--- src/rtl/bwa_pkg.sv ---
// Constants, register map and carrier types for the bulk-only wrapper assist.
// Assumes one system clock; the USB engine and APB master share it.
// How it works
// - Per-endpoint enable bit turns assist on
// - Wrappers use dedicated areas, not endpoint FIFO
// - Command run treats OUT data as wrapper
// - Exact 31 bytes: store, done, clear runs
// - Wrong length: discard, length error, clear runs
// - Forced stall on OUT: stall error, clear runs
// - Transaction error: discard, flag, runs kept
// - Firmware reads command area over the bus
// - Status run answers IN with 13 bytes
// - Acked status: done, stop status, start command
// - No ack: flag, keep status, start command
// - Both running: resend status or take command
// - Firmware loads status area over the bus
package bwa_pkg;

	localparam int NUM_EP = 5;
	localparam int EP_IDX_W = 3;
	localparam int FLAG_W = 6;
	localparam int CMD_AREA_BYTES = 32;
	localparam int STATUS_AREA_BYTES = 16;
	localparam logic [5:0] CMD_LEN = 6'h1F;
	localparam logic [5:0] CMD_CNT_MAX = 6'h20;
	localparam logic [3:0] STATUS_LEN = 4'hD;

	localparam logic [7:0] OFS_CONFIG = 8'h00;
	localparam logic [7:0] OFS_CONTROL = 8'h04;
	localparam logic [7:0] OFS_FLAGS = 8'h08;
	localparam logic [7:0] OFS_FLAG_EN = 8'h0C;
	localparam logic [7:0] OFS_RAM_INDEX = 8'h10;
	localparam logic [7:0] OFS_CMD_RAM = 8'h14;
	localparam logic [7:0] OFS_STATUS_RAM = 8'h18;
	localparam logic [7:0] OFS_STATE = 8'h1C;

	localparam int CTL_CMD_RUN = 0;
	localparam int CTL_STATUS_RUN = 1;
	localparam int CTL_CMD_EP_LSB = 4;
	localparam int CTL_STATUS_EP_LSB = 8;

	localparam int FLG_CMD_DONE = 0;
	localparam int FLG_CMD_LEN_ERR = 1;
	localparam int FLG_CMD_STALL_ERR = 2;
	localparam int FLG_CMD_XACT_ERR = 3;
	localparam int FLG_STATUS_DONE = 4;
	localparam int FLG_STATUS_NO_ACK = 5;

	localparam logic [31:0] WORD_ZERO = 32'h0000_0000;
	localparam logic [4:0] CONFIG_RST = 5'h00;
	localparam logic [5:0] FLAGS_RST = 6'h00;

	// Events from the USB serial engine, all one-cycle pulses except ep/data
	typedef struct packed {
		logic out_start;
		logic out_byte;
		logic [7:0] out_data;
		logic out_end;
		logic out_crc_err;
		logic out_stalled;
		logic [EP_IDX_W-1:0] ep;
		logic in_token;
		logic in_byte_taken;
		logic in_acked;
		logic in_no_ack;
	} bwa_sie_t;

	typedef struct packed {
		logic valid;
		logic [7:0] data;
		logic last;
	} bwa_tx_t;

	typedef enum logic [1:0] {
		TX_IDLE = 2'b00,
		TX_SEND = 2'b01,
		TX_WAIT = 2'b10
	} bwa_tx_state_t;

endpackage

--- src/rtl/bwa_wrapper_assist.sv ---
// Bulk-only command/status wrapper assist with APB register access.
// Assumes the USB engine runs on CLK_SYS and steers claimed endpoints here.
`timescale 1ns/10ps
`default_nettype none
module bwa_wrapper_assist (
	input wire logic CLK_SYS,
	input wire logic ARST_N,
	input wire logic PSEL,
	input wire logic PENABLE,
	input wire logic PWRITE,
	input wire logic [7:0] PADDR,
	input wire logic [31:0] PWDATA,
	output logic [31:0] PRDATA,
	output logic PREADY,
	output logic PSLVERR,
	input wire bwa_pkg::bwa_sie_t SIE_EV,
	input wire logic [bwa_pkg::NUM_EP-1:0] EP_FORCE_STALL,
	output logic [bwa_pkg::NUM_EP-1:0] OUT_ASSIST_EP,
	output logic [bwa_pkg::NUM_EP-1:0] IN_ASSIST_EP,
	output bwa_pkg::bwa_tx_t IN_TX,
	output logic WRAPPER_EVENT_REQ
);
	import bwa_pkg::*;

	function automatic logic [NUM_EP-1:0] ep_bit(input logic [EP_IDX_W-1:0] idx);
		logic [NUM_EP-1:0] r;
		r = '0;
		for (int i = 0; i < NUM_EP; i++) begin
			if (idx == EP_IDX_W'(i)) begin
				r[i] = 1'b1;
			end
		end
		return r;
	endfunction

	logic [NUM_EP-1:0] ep_wrapper_assist_enable, next_ep_wrapper_assist_enable;
	logic cmd_wrapper_run, next_cmd_wrapper_run;
	logic status_wrapper_run, next_status_wrapper_run;
	logic [EP_IDX_W-1:0] cmd_ep, next_cmd_ep;
	logic [EP_IDX_W-1:0] status_ep, next_status_ep;
	logic [FLAG_W-1:0] wrapper_event_flags, next_wrapper_event_flags;
	logic [FLAG_W-1:0] flag_en, next_flag_en;
	logic [2:0] ram_index, next_ram_index;
	logic [31:0] prdata, next_prdata;
	logic pready, next_pready;
	logic pslverr, next_pslverr;
	logic rx_active, next_rx_active;
	logic [5:0] rx_cnt, next_rx_cnt;
	logic cur_bank, next_cur_bank;
	bwa_tx_state_t tx_state, next_tx_state;
	logic [3:0] tx_idx, next_tx_idx;
	bwa_tx_t tx, next_tx;
	logic [NUM_EP-1:0] out_mask, next_out_mask;
	logic [NUM_EP-1:0] in_mask, next_in_mask;
	logic event_req, next_event_req;

	// Two command banks: reception fills the idle one so a bad packet never
	// disturbs the last good wrapper firmware may still be reading.
	logic [7:0] cmd_mem [2][CMD_AREA_BYTES];
	logic [7:0] status_mem [STATUS_AREA_BYTES];

	logic acc, wr_now;
	logic cmd_claim, in_claim, stall_hit;
	logic [FLAG_W-1:0] flag_set, flag_clr;
	logic store_byte;

	always_comb begin
		acc = PSEL & PENABLE;
		wr_now = acc & pready & PWRITE;
		cmd_claim = cmd_wrapper_run & |(ep_bit(cmd_ep) & ep_wrapper_assist_enable)
			& (SIE_EV.ep == cmd_ep);
		in_claim = status_wrapper_run & |(ep_bit(status_ep) & ep_wrapper_assist_enable)
			& (SIE_EV.ep == status_ep);
		stall_hit = SIE_EV.out_stalled & cmd_claim
			& |(ep_bit(SIE_EV.ep) & EP_FORCE_STALL);
		store_byte = rx_active & SIE_EV.out_byte & (rx_cnt < CMD_CNT_MAX);
	end

	// APB: one wait state so read data leaves a flip-flop
	always_comb begin
		logic mapped;
		mapped = 1'b0;
		next_pready = acc & ~pready;
		next_pslverr = 1'b0;
		next_prdata = prdata;
		case (PADDR)
			OFS_CONFIG, OFS_CONTROL, OFS_FLAGS, OFS_FLAG_EN, OFS_RAM_INDEX,
			OFS_CMD_RAM, OFS_STATUS_RAM, OFS_STATE: begin
				mapped = 1'b1;
			end
			default: begin
				mapped = 1'b0;
			end
		endcase
		if (acc && !pready) begin
			next_pslverr = ~mapped;
			next_prdata = WORD_ZERO;
			case (PADDR)
				OFS_CONFIG: begin
					next_prdata[NUM_EP-1:0] = ep_wrapper_assist_enable;
				end
				OFS_CONTROL: begin
					next_prdata[CTL_CMD_RUN] = cmd_wrapper_run;
					next_prdata[CTL_STATUS_RUN] = status_wrapper_run;
					next_prdata[CTL_CMD_EP_LSB +: EP_IDX_W] = cmd_ep;
					next_prdata[CTL_STATUS_EP_LSB +: EP_IDX_W] = status_ep;
				end
				OFS_FLAGS: begin
					next_prdata[FLAG_W-1:0] = wrapper_event_flags;
				end
				OFS_FLAG_EN: begin
					next_prdata[FLAG_W-1:0] = flag_en;
				end
				OFS_RAM_INDEX: begin
					next_prdata[2:0] = ram_index;
				end
				OFS_CMD_RAM: begin
					for (int b = 0; b < 4; b++) begin
						next_prdata[8*b +: 8] = cmd_mem[cur_bank][{ram_index, 2'(b)}];
					end
				end
				OFS_STATUS_RAM: begin
					for (int b = 0; b < 4; b++) begin
						next_prdata[8*b +: 8] = status_mem[{ram_index[1:0], 2'(b)}];
					end
				end
				OFS_STATE: begin
					next_prdata[5:0] = rx_cnt;
					next_prdata[8] = rx_active;
					next_prdata[9] = cur_bank;
					next_prdata[13:12] = tx_state;
					next_prdata[19:16] = tx_idx;
				end
				default: begin
					next_prdata = WORD_ZERO;
				end
			endcase
		end
	end

	// Control, reception, transmission and flags
	always_comb begin
		next_ep_wrapper_assist_enable = ep_wrapper_assist_enable;
		next_cmd_wrapper_run = cmd_wrapper_run;
		next_status_wrapper_run = status_wrapper_run;
		next_cmd_ep = cmd_ep;
		next_status_ep = status_ep;
		next_flag_en = flag_en;
		next_ram_index = ram_index;
		next_rx_active = rx_active;
		next_rx_cnt = rx_cnt;
		next_cur_bank = cur_bank;
		next_tx_state = tx_state;
		next_tx_idx = tx_idx;
		next_tx = tx;
		flag_set = '0;
		flag_clr = '0;

		if (wr_now) begin
			case (PADDR)
				OFS_CONFIG: begin
					next_ep_wrapper_assist_enable = PWDATA[NUM_EP-1:0];
				end
				OFS_CONTROL: begin
					next_cmd_wrapper_run = PWDATA[CTL_CMD_RUN];
					next_status_wrapper_run = PWDATA[CTL_STATUS_RUN];
					next_cmd_ep = PWDATA[CTL_CMD_EP_LSB +: EP_IDX_W];
					next_status_ep = PWDATA[CTL_STATUS_EP_LSB +: EP_IDX_W];
				end
				OFS_FLAGS: begin
					flag_clr = PWDATA[FLAG_W-1:0];
				end
				OFS_FLAG_EN: begin
					next_flag_en = PWDATA[FLAG_W-1:0];
				end
				OFS_RAM_INDEX: begin
					next_ram_index = PWDATA[2:0];
				end
				default: begin
					next_ram_index = ram_index;
				end
			endcase
		end

		// Command wrapper reception; hardware outcome overrides a same-cycle write
		if (SIE_EV.out_start && cmd_claim) begin
			next_rx_active = 1'b1;
			next_rx_cnt = '0;
		end
		if (store_byte) begin
			next_rx_cnt = rx_cnt + 6'h01;
		end
		if (rx_active && SIE_EV.out_end) begin
			next_rx_active = 1'b0;
			if (SIE_EV.out_crc_err) begin
				flag_set[FLG_CMD_XACT_ERR] = 1'b1;
			end else if (rx_cnt == CMD_LEN) begin
				flag_set[FLG_CMD_DONE] = 1'b1;
				next_cur_bank = ~cur_bank;
				next_cmd_wrapper_run = 1'b0;
				next_status_wrapper_run = 1'b0;
			end else begin
				flag_set[FLG_CMD_LEN_ERR] = 1'b1;
				next_cmd_wrapper_run = 1'b0;
				next_status_wrapper_run = 1'b0;
			end
		end
		if (stall_hit) begin
			flag_set[FLG_CMD_STALL_ERR] = 1'b1;
			next_rx_active = 1'b0;
			next_cmd_wrapper_run = 1'b0;
			next_status_wrapper_run = 1'b0;
		end

		// Status wrapper transmission; a repeated IN simply restarts at byte 0
		case (tx_state)
			TX_IDLE: begin
				if (SIE_EV.in_token && in_claim) begin
					next_tx_state = TX_SEND;
					next_tx_idx = '0;
					next_tx.valid = 1'b1;
					next_tx.data = status_mem[0];
					next_tx.last = 1'b0;
				end
			end
			TX_SEND: begin
				if (SIE_EV.in_byte_taken) begin
					if (tx_idx == STATUS_LEN - 4'h1) begin
						next_tx_state = TX_WAIT;
						next_tx.valid = 1'b0;
						next_tx.last = 1'b0;
					end else begin
						next_tx_idx = tx_idx + 4'h1;
						next_tx.data = status_mem[tx_idx + 4'h1];
						next_tx.last = (tx_idx + 4'h1 == STATUS_LEN - 4'h1);
					end
				end
			end
			TX_WAIT: begin
				if (SIE_EV.in_acked) begin
					next_tx_state = TX_IDLE;
					flag_set[FLG_STATUS_DONE] = 1'b1;
					next_status_wrapper_run = 1'b0;
					next_cmd_wrapper_run = 1'b1;
				end else if (SIE_EV.in_no_ack) begin
					next_tx_state = TX_IDLE;
					flag_set[FLG_STATUS_NO_ACK] = 1'b1;
					next_cmd_wrapper_run = 1'b1;
				end
			end
			default: begin
				next_tx_state = TX_IDLE;
				next_tx.valid = 1'b0;
			end
		endcase

		// Set wins over a same-cycle write-one-to-clear
		next_wrapper_event_flags = (wrapper_event_flags & ~flag_clr) | flag_set;
		next_event_req = |(next_wrapper_event_flags & next_flag_en);
		next_out_mask = next_cmd_wrapper_run
			? (ep_bit(next_cmd_ep) & next_ep_wrapper_assist_enable) : '0;
		next_in_mask = next_status_wrapper_run
			? (ep_bit(next_status_ep) & next_ep_wrapper_assist_enable) : '0;
	end

	always_ff @(posedge CLK_SYS or negedge ARST_N) begin
		if (!ARST_N) begin
			ep_wrapper_assist_enable <= CONFIG_RST;
			cmd_wrapper_run <= 1'b0;
			status_wrapper_run <= 1'b0;
			cmd_ep <= '0;
			status_ep <= '0;
			wrapper_event_flags <= FLAGS_RST;
			flag_en <= FLAGS_RST;
			ram_index <= '0;
			prdata <= WORD_ZERO;
			pready <= 1'b0;
			pslverr <= 1'b0;
			rx_active <= 1'b0;
			rx_cnt <= '0;
			cur_bank <= 1'b0;
			tx_state <= TX_IDLE;
			tx_idx <= '0;
			tx <= '0;
			out_mask <= '0;
			in_mask <= '0;
			event_req <= 1'b0;
		end else begin
			ep_wrapper_assist_enable <= next_ep_wrapper_assist_enable;
			cmd_wrapper_run <= next_cmd_wrapper_run;
			status_wrapper_run <= next_status_wrapper_run;
			cmd_ep <= next_cmd_ep;
			status_ep <= next_status_ep;
			wrapper_event_flags <= next_wrapper_event_flags;
			flag_en <= next_flag_en;
			ram_index <= next_ram_index;
			prdata <= next_prdata;
			pready <= next_pready;
			pslverr <= next_pslverr;
			rx_active <= next_rx_active;
			rx_cnt <= next_rx_cnt;
			cur_bank <= next_cur_bank;
			tx_state <= next_tx_state;
			tx_idx <= next_tx_idx;
			tx <= next_tx;
			out_mask <= next_out_mask;
			in_mask <= next_in_mask;
			event_req <= next_event_req;
		end
	end

	// Wrapper memories carry no reset; contents are defined by the writers
	always_ff @(posedge CLK_SYS) begin
		if (store_byte) begin
			cmd_mem[~cur_bank][rx_cnt[4:0]] <= SIE_EV.out_data;
		end
		if (wr_now && PADDR == OFS_STATUS_RAM) begin
			for (int b = 0; b < 4; b++) begin
				status_mem[{ram_index[1:0], 2'(b)}] <= PWDATA[8*b +: 8];
			end
		end
	end

	assign PRDATA = prdata;
	assign PREADY = pready;
	assign PSLVERR = pslverr;
	assign OUT_ASSIST_EP = out_mask;
	assign IN_ASSIST_EP = in_mask;
	assign IN_TX = tx;
	assign WRAPPER_EVENT_REQ = event_req;

endmodule // bwa_wrapper_assist
`default_nettype wire

--- config.mk ---
export PLATFORM = sky130hd
export DESIGN_NAME = bwa_wrapper_assist
export DESIGN_NICKNAME = d
export VERILOG_FILES = /design/src/rtl/bwa_pkg.sv /design/src/rtl/bwa_wrapper_assist.sv
export SDC_FILE = /design/constraint.sdc
export NUM_CORES = 1
export LEC_CHECK = 0
export BUFFER_PORTS_ARGS = -buffer_cell sky130_fd_sc_hd__buf_2
export CORE_MARGIN = 8
export CORE_UTILIZATION = 42
export CTS_CLUSTER_DIAMETER = 150
export DETAILED_ROUTE_END_ITERATION = 10
export SLEW_MARGIN = 20
export SYNTH_ARGS = -nofsm -noshare
export SYNTH_HDL_FRONTEND = slang
export SYNTH_SLANG_ARGS = --single-unit
export TNS_END_PERCENT = 10
--- constraint.sdc ---
create_clock -name CLK_SYS -period 5.95 [get_ports CLK_SYS]
set_clock_uncertainty 0.15 [all_clocks]
set_input_delay 1.19 -clock CLK_SYS [delete_from_list [all_inputs] [get_ports CLK_SYS]]
set_output_delay 1.19 -clock CLK_SYS [all_outputs]
set_load 0.01 [all_outputs]
# Word-level counts from Yosys, hierarchy flattened
# Memory sizes are Yosys's and may differ from the RTL's.
# Cells that the tools add are included.
dict set report word_totals {
  reg_bits 97
  ram_bits 640
  mem_bits_ro 32
  inputBits 70
  output_inout_bits 55
  wordCells 251
  n_memories 3
}
dict set report op_classes {
  n_addsub 2
  n_lt_le_gt_ge 7
  n_eq_ne 39
  n_mux 119
  bitwise 31
  reduce_logical 28
}
# memory depth word_bits read_ports rd_ports_with_merged_regs wr line_no
set mem_list {}
lappend mem_list {cmd_mem 2 256 1 0 1 bwa_wrapper_assist.sv:59} ;# logic [7:0] cmd_mem [2][CMD_AREA_BYTES];
lappend mem_list {status_mem 16 8 6 0 4 bwa_wrapper_assist.sv:60} ;# logic [7:0] status_mem [STATUS_AREA_BYTES];
lappend mem_list {{(name not given)} 32 1 1 0 0 bwa_wrapper_assist.sv:86} ;# case (PADDR)
# operator n
set op_table {}
lappend op_table {{$mux 256} 1}
lappend op_table {{$bmux 8 s5} 4}
lappend op_table {{$mux 8} 10}
lappend op_table {{$mux 1} 58}
lappend op_table {{$demux 8 s5} 1}
lappend op_table {{$mux 6} 6}
lappend op_table {{$eq 8x5->1 const B} 4}
lappend op_table {{$eq 3x2->1 const B} 10}
lappend op_table {{$ge 6x6->1 const B} 5}
lappend op_table {{$not 5->6} 5}
lappend op_table {{$and 5x5->5} 5}
lappend op_table {{$pmux 12 s2} 1}
lappend op_table {{$mux 10} 2}
lappend op_table {{$mux 5} 4}
lappend op_table {{$logic_not 3->1} 6}
lappend op_table {{$pmux 9 s2} 1}
lappend op_table {{$eq 8x4->1 const B} 2}
lappend op_table {{$mux 2} 8}
lappend op_table {{$pmux 2 s8} 1}
lappend op_table {{$eq 3x1->1 const B} 5}
lappend op_table {{$eq 3x3->1 const B} 5}
lappend op_table {{$reduce_or 5->1} 3}
lappend op_table {{$pmux 1 s7} 2}
lappend op_table {{$and 1x1->1} 12}
lappend op_table {{other kinds (36)} 65}

# Longest topological paths before layout
# Gate-level depths: netlist (run 1).
dict set report depth {
  ltp_word 13
  mapped_depth 12
  depth_no_buf 7
}

# Worst setup path after synthesis (run 1)
# OpenSTA, ideal clock, no wires.
dict set report synth_path {
  kind {input to register}
  start {input PADDR[3]}
  end {memory status_mem[12][0], enable pin}
  setup_time_ns 0.421
  arrival_ns 3.774
  required_ns 5.379
  setup_slack_ns 1.605
  path_stages 7
  path_buffers 3
  path_cell_list {buf_2 > nor4b_2 > and3_1 > clkbuf_1 > clkbuf_1 > nand2_1 > nor2_1}
}
# item line_no
set synth_rtl {}
lappend synth_rtl {{start: declaration} bwa_wrapper_assist.sv:11} ;# input wire logic [7:0] PADDR,
lappend synth_rtl {{end: declaration} bwa_wrapper_assist.sv:60}

# Final worst setup path (run 1)
dict set report layout_path {
  start {register tx_idx[0]}
  end {register tx (netlist bit IN_TX[3])}
}
dict set report layout_between {
  elab_chain_cells 5
  elab_cells_between_ends 8
  cone_classes {1 x add/sub; 2 x eq/ne; 3 x mux; 1 x reduce/logical; 1 x memory}
}
# item line_no
set layout_lines {}
lappend layout_lines {{start: declaration} bwa_wrapper_assist.sv:51} ;# logic [3:0] tx_idx, next_tx_idx;
lappend layout_lines {{start signal: assignment} bwa_wrapper_assist.sv:304} ;# tx_idx <= next_tx_idx;
lappend layout_lines {{$add 4x1->4} bwa_wrapper_assist.sv:234} ;# next_tx.data = status_mem[tx_idx + 4'h1];
lappend layout_lines {{$mem_v2 16x8} n/a}
lappend layout_lines {{$mux 8} bwa_wrapper_assist.sv:228} ;# if (tx_idx == STATUS_LEN - 4'h1) begin
lappend layout_lines {{$mux 10} bwa_wrapper_assist.sv:227} ;# if (SIE_EV.in_byte_taken) begin
lappend layout_lines {{$pmux 9 s2} bwa_wrapper_assist.sv:216} ;# case (tx_state)
lappend layout_lines {{end signal: assignment} bwa_wrapper_assist.sv:305} ;# tx <= next_tx;
lappend layout_lines {{end: declaration} bwa_wrapper_assist.sv:52} ;# bwa_tx_t tx, next_tx;
# Parallel ways exist; a longest one is shown, timed or not. The select of a mux whose other input is x is not followed.
# A chain may end at the register's enable or synchronous reset.

==> impl_metrics.ini, run 1 <==
[job]
drv_cap = 0

[grt]
grt_pass1_vias = 16570
grtUsageTotal_pct = 18.79
grt_pass1_wl_um = 114400
antenna_found_initial = 2
grt_max_degree = 65
grt_overflow_total = 0

[detailed_routing]
wl_um = 76820
drc_errors = 0
vias = 16060
wl_per_cell_um = 27.96
ant_nets = 0
via_per_inst = 5.845
drt_iter0_drc = 1719
firstDrtPassIters = 5

[finish]
instances_no_fill = 2748
nFillCells = 5986
layout_common_cells = 640 x edfxtp_1, 205 x mux4_2, 122 x buf_2, 119 x nor2_1, 92 x dfrtp_1
stdcell_area_mm2 = 0.03420
drive_gt1_share_pct = 28.10
layout.cells.most_common = edfxtp_1
nets = 1815
syn_to_final_growth_pct = 13.19

[floorplan]
dieArea_mm2 = 0.08079
core_area_mm2 = 0.07136
die_w_um = 284.2
fp-row-count = 98
start_util_pct = 42.35
die_y_um = 284.2
io_pins = 125

[critical_path]
critPathMaxStageDelay_ns = 1.06
cp_max_fo = 38
cpMostUsedCell = mux4_2
cp_slowest_cell = dfrtp_2
crit_required_ns = 6.28
worstSetupStartpointType = register
crit_chain = inv_1, ha_1, buf_4, mux4_2, mux4_2, nand2_1, a31oi_1
critPathCaptureType = register
startpoint = tx_idx[0]
cp.arrival_ns = 4.21
critPathKind = register to register
path_buf_inv = 2
crit_family = flip-flops
r2r_start = tx_idx[0]

[clock_network]
postCtsSetupBuffers = 0
htree_levels = 3
cts.path.max_buffers = 3
clkLatencyLatePin_ns = 0.61
root_buffer = clkbuf_16
clock_sinks = 737
path_clk_slew_ns = 0.06
cts_resized = 0
postCtsHoldBufs = 0
tritoncts = yes
cts-buffers-inserted = 77

[power_and_ir_drop]
irDropWorstVdd_mv = 0.3102
power.density_mw_per_mm2 = 338.1
cellLeakagePower_nw = 11.09

[synthesis]
synth-seq-cells = 737
synth_area_leaders = edfxtp_1 64%, mux4_2 15%, dfrtp_1 8.0%
postSynth.topFlopCell = edfxtp_1
synth_area_mm2 = 0.03022
syn-instance-count = 1604
ys_warn_count = 0
synth_top_area_cell = edfxtp_1
syn_nets = 1681
netlist.area_leader.share_pct = 63.60
synth_area_per_cell_um2 = 18.84
synth_cell_types = 67
synth_edf_count = 640
async_flop_share_pct = 13.16
ys_seq_area_share_pct = 71.63

[place]
gp_congestion = 0.8474
place_area_mm2 = 0.03184
place_inst = 2609
port_buffers = 124
place_hpwl_um = 49680

[timing]
fin_crit_ns = 3.878
rsz0062_at_grt = false
slew_violations = 0
hold_violations = 0
finalSetupViolCount = 0
slew_headroom_pct = 27.47
fmax_ghz = 0.2579
min_period_over_period_pct = 65.18
tightest_slew_ns = 1.085
tns_ns = 0

[min_path]
min_from = PRDATA[3]
hold_class = register to register

[run_status]
status = completed
==> cell families (layout without fill, tap and decap cells) <==
family          Yosys count  count (layout)  share of synthesized area [%]
flops                   737             737                          71.63
simple gates            293             293                          4.455
mux                     266             266                          17.40
compound gates          179             179                          4.103
buf+inv                 116             309                          1.896
fa+ha+maj                 7               7                         0.2898
xor+xnor                  6               6                         0.2236
other cells               0               1                              0
==> state kept, by name, summed over array words and instances, names as in the netlist, 2 cells and up <==
register and flops:
PRDATA 32, OUT_ASSIST_EP 5, status_ep 3, flag_en 6
wrapper_event_flags 6, IN_TX 10, rx_cnt 6, cmd_ep 3
tx_idx 4, IN_ASSIST_EP 5, status_mem 128, cmd_mem 512
tx_state 2, ep_wrapper_assist_enable 5, ram_index 3
==> cell usage after synthesis (all sizes together), types with 11 or more instances <==
cell and instances:
a21oi 52, a221oi 21, a22oi 23, a31oi 13, buf 61, clkbuf 37, dfrtp 97, edfxtp 640
inv 17, mux2 25, mux2i 36, mux4 205, nand2 78, nand3 16, nor2 121, nor2b 14
nor3 14, o21ai 18, o221ai 11
==> metrics by stage <==
stage	util (%)	hold slack, ns	power (mW)	setup slack, ns
after floorplan	-	0.3160	6.739	1.605
after global placement	44.58	0.3317	7.117	1.715
after detailed placement	44.62	0.3463	7.146	1.723
after CTS	47.93	0.3655	11.66	2.005
after global routing	47.93	0.3827	11.96	1.755
final	47.93	0.3563	11.56	2.072
==> tightest hold or removal path: stages (launching register included) <==
cell and delay (ns):
dfrtp_1 0.34, nand2_1 0.05, o21ai_1 0.07
==> power breakdown <==
part | internal (mW) | total (mW) | switching, mW
Sequential | 5.70 | 5.86 | 0.151
Combinational | 0.594 | 1.17 | 0.580
Clock | 2.60 | 4.53 | 1.93
==> layer usage <==
layer  routed length, um  track usage (%)
met1               32420            25.67
met2               37210            30.57
met3                5336            3.646
met4                1858            5.539
met5                   0                0
==> final cells by class <==
cell class              count  area, um2  share of cell area (%)
clock buffers             103       2097                   6.131
well taps                 950       1189                   3.475
inverters                  18      67.56                  0.1975
flip-flops and latches    737      21660                   63.32
clock inverters            35      261.5                  0.7645
diodes                      1      2.502                0.007316
multi-input cells         751       8039                   23.50
repair buffers            153      888.4                   2.597
==> path summary, 6_finish.rpt <==
path	slack [ns]	cells after the start	to
min in group asynchronous	0.45	1	IN_TX[7]
hold / removal	0.36	2	PRDATA[3]
max in group asynchronous	3.93	2	cur_bank
hold reg to reg	0.36	2	PRDATA[3]
setup reg to reg	2.07	7	IN_TX[3]
setup / recovery	2.07	7	IN_TX[3]
No activity file was read; power rests on OpenSTA's default activity.
==> run 2, diff against run 1 <==
==> constraint.sdc (replaced) <==
create_clock -name CLK_SYS -period 4.07 [get_ports CLK_SYS]
set_clock_uncertainty 0.15 [all_clocks]
set_input_delay 0.814 -clock CLK_SYS [delete_from_list [all_inputs] [get_ports CLK_SYS]]
set_output_delay 0.814 -clock CLK_SYS [all_outputs]
set_load 0.01 [all_outputs]
==> impl_metrics.ini, run 2 (synthesized netlist as in run 1, its figures left out) <==
[run_status]
status = completed

[grt]
grtUsageTotal_pct = 19.32
grt_pass1_vias = 16970
grt_pass1_wl_um = 117300
antenna_found_initial = 3
grt_overflow_total = 0
grt_max_degree = 77

[clock_network]
postCtsHoldBufs = 0
cts-buffers-inserted = 76
htree_levels = 3
postCtsSetupBuffers = 0
clkLatencyLatePin_ns = 0.62
path_clk_slew_ns = 0.06
root_buffer = clkbuf_16
cts_resized = 0
tritoncts = yes
clock_sinks = 737
cts.path.max_buffers = 3

[detailed_routing]
vias = 16490
via_per_inst = 5.879
drt_iter0_drc = 1608
wl_per_cell_um = 28.10
drc_errors = 0
wl_um = 78790
ant_nets = 0
firstDrtPassIters = 5

[timing]
finalSetupViolCount = 0
rsz0062_at_grt = false
tightest_slew_ns = 1.051
fin_ws_ns = 0.9925
fin_crit_ns = 3.077
tns_ns = 0
fmax_ghz = 0.3249
min_period_over_period_pct = 75.61
slew_headroom_pct = 29.93
slew_violations = 0
hold_violations = 0

[finish]
nets = 1868
nFillCells = 5939
layout_common_cells = 640 x edfxtp_1, 205 x mux4_2, 121 x buf_2, 119 x nor2_1, 92 x dfrtp_1
layout.cells.most_common = edfxtp_1
syn_to_final_growth_pct = 14.84
multi_input_area_mm2 = 0.008041
largest_reg_flops = 512
stdcell_area_mm2 = 0.03470
seq_area_mm2 = 0.02166
finish.utilization_pct = 48.63
drive_gt1_share_pct = 30.49

[critical_path]
cp_slowest_cell = nor2_1
critPathMaxStageDelay_ns = 0.64
path_buf_inv = 0
worstSetupStartpointType = register
crit_family = simple AND/OR/NAND/NOR gates
crit_chain = nand2_1, or2_2, nor2_1, nand2_1, nor2_1
cp.arrival_ns = 3.17
startpoint = rx_active
crit_required_ns = 4.16
cp_max_fo = 9
r2r_start = rx_active
critPathKind = register to register
critPathCaptureType = register

[power_and_ir_drop]
p_comb_share_pct = 10.6
pwr-share-clk_pct = 39.5
power_frac_seq_pct = 49.9
intPower_mw = 13.08
p_sw_mw = 3.935
irDropWorstVdd_mv = 0.3506
cellLeakagePower_nw = 11.41
power.density_mw_per_mm2 = 490.3
p_sw_share_pct = 23.13

[floorplan]
fp-row-count = 98
dieArea_mm2 = 0.08079
die_w_um = 284.2
core_area_mm2 = 0.07136
start_util_pct = 42.35
io_pins = 125
die_y_um = 284.2

[place]
port_buffers = 124
place_area_mm2 = 0.03229
place_hpwl_um = 51740
place_ws_ns = 0.6725
gp_congestion = 0.8584

[job]
drv_cap = 0

[min_path]
hold_class = input port to async pin
## run 2: cell types whose count changed in the layout (fill, tap and decap cells not counted), moves of 2 or more
cell / previous run / this run
buf_4: 28 / 79
buf_12: 2 / 7
clkbuf_1: 21 / 16
diode_2: 1 / 4
inv_6: 2 / 4
## run 2: path summary, 6_finish.rpt
kind / end / slack, ns / cells past startpoint
worst max register to register: cmd_mem[1][94] / 0.99 / 5
worst max-delay path: cmd_mem[1][94] / 0.99 / 5
worst min-delay path: PRDATA[22] / 0.16 / 1
min in group CLK_SYS: rx_cnt[3] / 0.26 / 2
worst min register to register: PRDATA[3] / 0.35 / 2
max in group asynchronous: cur_bank / 2.71 / 2
## run 2: layout make-up
cell class / instances / area share [%]
multi-input cells: 751 / 23.17
repair buffers: 207 / 3.858
well taps: 950 / 3.425
inverters: 18 / 0.1947
flip-flops and latches: 737 / 62.42
diodes: 4 / 0.02884
clock inverters: 39 / 0.9158
clock buffers: 98 / 5.989
## run 2: power groups by stage
stage	Combinational [mW]	Clock, mW	Sequential (mW)
2_1_floorplan	1.25	0	8.60
3_3_place_gp	1.79	0	8.64
5_1_grt	1.95	7.14	8.50
3_5_place_dp	1.82	0	8.65
4_1_cts	1.83	6.85	8.49
6_report	1.80	6.72	8.49
## run 2: metal layers
layer	global-route usage, %	part of all wire (%)	up-vias
met5	0	0.016	-
met4	5.692	2.5	2
met3	3.471	7.1	117
met2	31.66	49	669
met1	26.37	41	8779
li1	-	-	6919
## run 2: per-stage QoR
step	hold slack, ns	power (mW)	instances
2_1_floorplan	0.3160	9.852	1604
3_3_place_gp	0.3256	10.43	2663
3_5_place_dp	0.3423	10.47	2663
4_1_cts	0.1849	17.17	2800
5_1_grt	0.2224	17.60	2801
6_report	0.1617	17.01	2804
## run 2: worst reg2reg max path, stage by stage (launching register included)
cell	delay (ns)
dfrtp_1	0.51
nand2_1	0.12
or2_2	0.39
nor2_1	0.53
nand2_1	0.36
nor2_1	0.64
==> run 3, diff against run 2 <==
--- a/config.mk
+++ b/config.mk
@@ -5,6 +5,7 @@
 export SDC_FILE = /design/constraint.sdc
 export NUM_CORES = 1
 export LEC_CHECK = 0
+export ABC_AREA = 1
 export BUFFER_PORTS_ARGS = -buffer_cell sky130_fd_sc_hd__buf_2
 export CORE_MARGIN = 8
 export CORE_UTILIZATION = 42
==> constraint.sdc (replaced) <==
create_clock -name CLK_SYS -period 2.8 [get_ports CLK_SYS]
set_clock_uncertainty 0.15 [all_clocks]
set_input_delay 0.56 -clock CLK_SYS [delete_from_list [all_inputs] [get_ports CLK_SYS]]
set_output_delay 0.56 -clock CLK_SYS [all_outputs]
set_load 0.01 [all_outputs]
==> impl_metrics.ini, run 3 <==
[synthesis]
synth_area_leaders = edfxtp_1 58%, nand2_1 18%, dfrtp_1 7.4%
synth_area_per_cell_um2 = 9.693
postSynth.topFlopCell = edfxtp_1
synth-seq-cells = 737
synth_common_cells = 1549 x nand2_1, 640 x edfxtp_1, 253 x nand3_1
syn-instance-count = 3398
yosysMostFrequentCell = nand2_1
async_flop_share_pct = 13.16
netlist.area_leader.share_pct = 58.35
synth_cell_types = 40
synth_top_area_cell = edfxtp_1
synth_area_mm2 = 0.03294
synth_edf_count = 640
ys_seq_area_share_pct = 65.72
ys_warn_count = 0
syn_nets = 3475

[place]
place_hpwl_um = 64000
gp_congestion = 0.9313
port_buffers = 124
place_inst = 4552
place_ws_ns = 0.1596
place_area_mm2 = 0.03561

[timing]
slew_headroom_pct = 49.17
slew_violations = 0
fin_crit_ns = 2.651
finalSetupViolCount = 0
fin_ws_ns = 0.1493
tightest_slew_ns = 0.7544
hold_violations = 0
rsz0062_at_grt = false
fmax_ghz = 0.3773
min_period_over_period_pct = 94.67

[floorplan]
fp-row-count = 102
die_y_um = 296.0
dieArea_mm2 = 0.08764
core_area_mm2 = 0.07759
io_pins = 125
die_w_um = 296.0
start_util_pct = 42.45

[detailed_routing]
firstDrtPassIters = 6
drc_errors = 0
vias = 24410
wl_um = 98100
wl_per_cell_um = 20.85
drt_iter0_drc = 2323
ant_nets = 0
via_per_inst = 5.188

[critical_path]
critPathCaptureType = register
critPathKind = register to register
cp.arrival_ns = 2.98
worstSetupStartpointType = register
cpMostUsedCell = nand2_1
cp_max_fo = 22
cp_slowest_cell = dfrtp_4
critPathMaxStageDelay_ns = 0.52
crit_required_ns = 3.13
crit_chain = nand2_1, inv_2, nand2_1, nand4_1, nand2_1, nand2_1, a21oi_1, a21oi_1

[finish]
n_antenna_cell = 0
finish.utilization_pct = 49.25
drive_gt1_share_pct = 12.55
instances_no_fill = 4704
stdcell_area_mm2 = 0.03821
syn_to_final_growth_pct = 16.02
layout_common_cells = 1549 x nand2_1, 640 x edfxtp_1, 253 x nand3_1, 218 x nor2_1, 143 x inv_1
largest_reg_flops = 512
nets = 3682
layout.cells.most_common = nand2_1

[min_path]
hold_class = input port to register

[clock_network]
postCtsHoldBufs = 11
cts.path.max_buffers = 3
path_clk_slew_ns = 0.06
cts-buffers-inserted = 80
cts_resized = 0
root_buffer = clkbuf_16
tritoncts = yes
clkLatencyLatePin_ns = 0.63
clock_sinks = 737
postCtsSetupBuffers = 0
htree_levels = 3

[power_and_ir_drop]
irDropWorstVdd_mv = 0.4570
power.density_mw_per_mm2 = 601.3
cellLeakagePower_nw = 15.89

[grt]
grt_pass1_wl_um = 147700
grt_pass1_vias = 23580
grt_max_degree = 88
antenna_found_initial = 2
grtUsageTotal_pct = 22.18
grt_overflow_total = 0

[job]
drv_cap = 0

[run_status]
status = completed
-- run 3: cell count changes after synthesis, sizes merged, moves of 26 or more --
cell	change
inv	+142
mux4	-205
buf	+79
nor2	+117
nand3	+239
o21ai	+35
mux2i	-36
nand2	+1480
a21oi	+26
nor3	+54
-- run 3: final cells by class --
| cell class | instances | area, um2 |
|---|---|---|
| fill | 7199 | 39380 |
| sequential | 737 | 21660 |
| multi-input combinational | 2329 | 9822 |
| timing repair buffer | 296 | 2330 |
| clock buffer | 102 | 2148 |
| tap | 1040 | 1301 |
| inverter | 161 | 615.6 |
| clock inverter | 39 | 341.6 |
-- run 3: cells by family (layout without fill, tap and decap cells) --
kind of cell	after synthesis	after routing	synth area share, %
AND/OR/NAND/NOR	2144	2144	26.22
buffers and inverters	332	598	4.589
flip-flops	737	737	65.72
AO/OA/AOI/OAI	175	175	3.081
XOR/XNOR	3	3	0.1254
adder cells (fa/ha/maj)	7	7	0.2659
-- run 3: metal layers --
layer	vias to the layer above	GRT usage (%)	routed length (um)
li1	11620	-	-
met1	11740	30.43	41930
met2	877	36.11	46270
met3	167	3.121	6660
met4	0	7.787	3236
met5	-	0	0
-- run 3: critical path, delay by kind of cell, from the launching register on --
| family | cells | cell delay (ns) |
|---|---|---|
| flip-flops | 1 | 0.52 |
| AND/OR/NAND/NOR | 5 | 0.83 |
| buffers and inverters | 1 | 0.38 |
| AO/OA/AOI/OAI | 2 | 0.60 |
-- run 3: report_power, final --
| part | leakage [nW] | switching, mW | internal, mW |
|---|---|---|---|
| sequential | 7.00 | 0.0832 | 12.0 |
| clock | 1.22 | 4.26 | 5.96 |
| combinational | 7.68 | 0.482 | 0.192 |
-- run 3: through the flow --
stage | hold slack [ns] | setup TNS, ns | power, mW
final | 0.03552 | 0 | 22.98
after global routing | 0.01986 | 0 | 23.60
after global placement | 0.3136 | 0 | 12.98
after detailed placement | 0.3099 | 0 | 12.99
after floorplan | 0.1144 | -58.52 | 12.48
after CTS | 0.002524 | 0 | 23.15
-- run 3: path summary, 6_finish.rpt --
| kind | start | to | slack (ns) | cells after the start |
|---|---|---|---|---|
| setup / recovery | ram_index[0] | PRDATA[19] | 0.15 | 8 |
| hold / removal | PWDATA[13] | status_mem[9][5] | 0.04 | 1 |
| setup reg to reg | ram_index[0] | PRDATA[19] | 0.15 | 8 |
| hold reg to reg | IN_TX[9] | IN_TX[9] | 0.32 | 2 |
| max in group asynchronous | ARST_N | PRDATA[24] | 1.55 | 3 |
| min in group asynchronous | ARST_N | tx_state[0] | 0.23 | 2 |
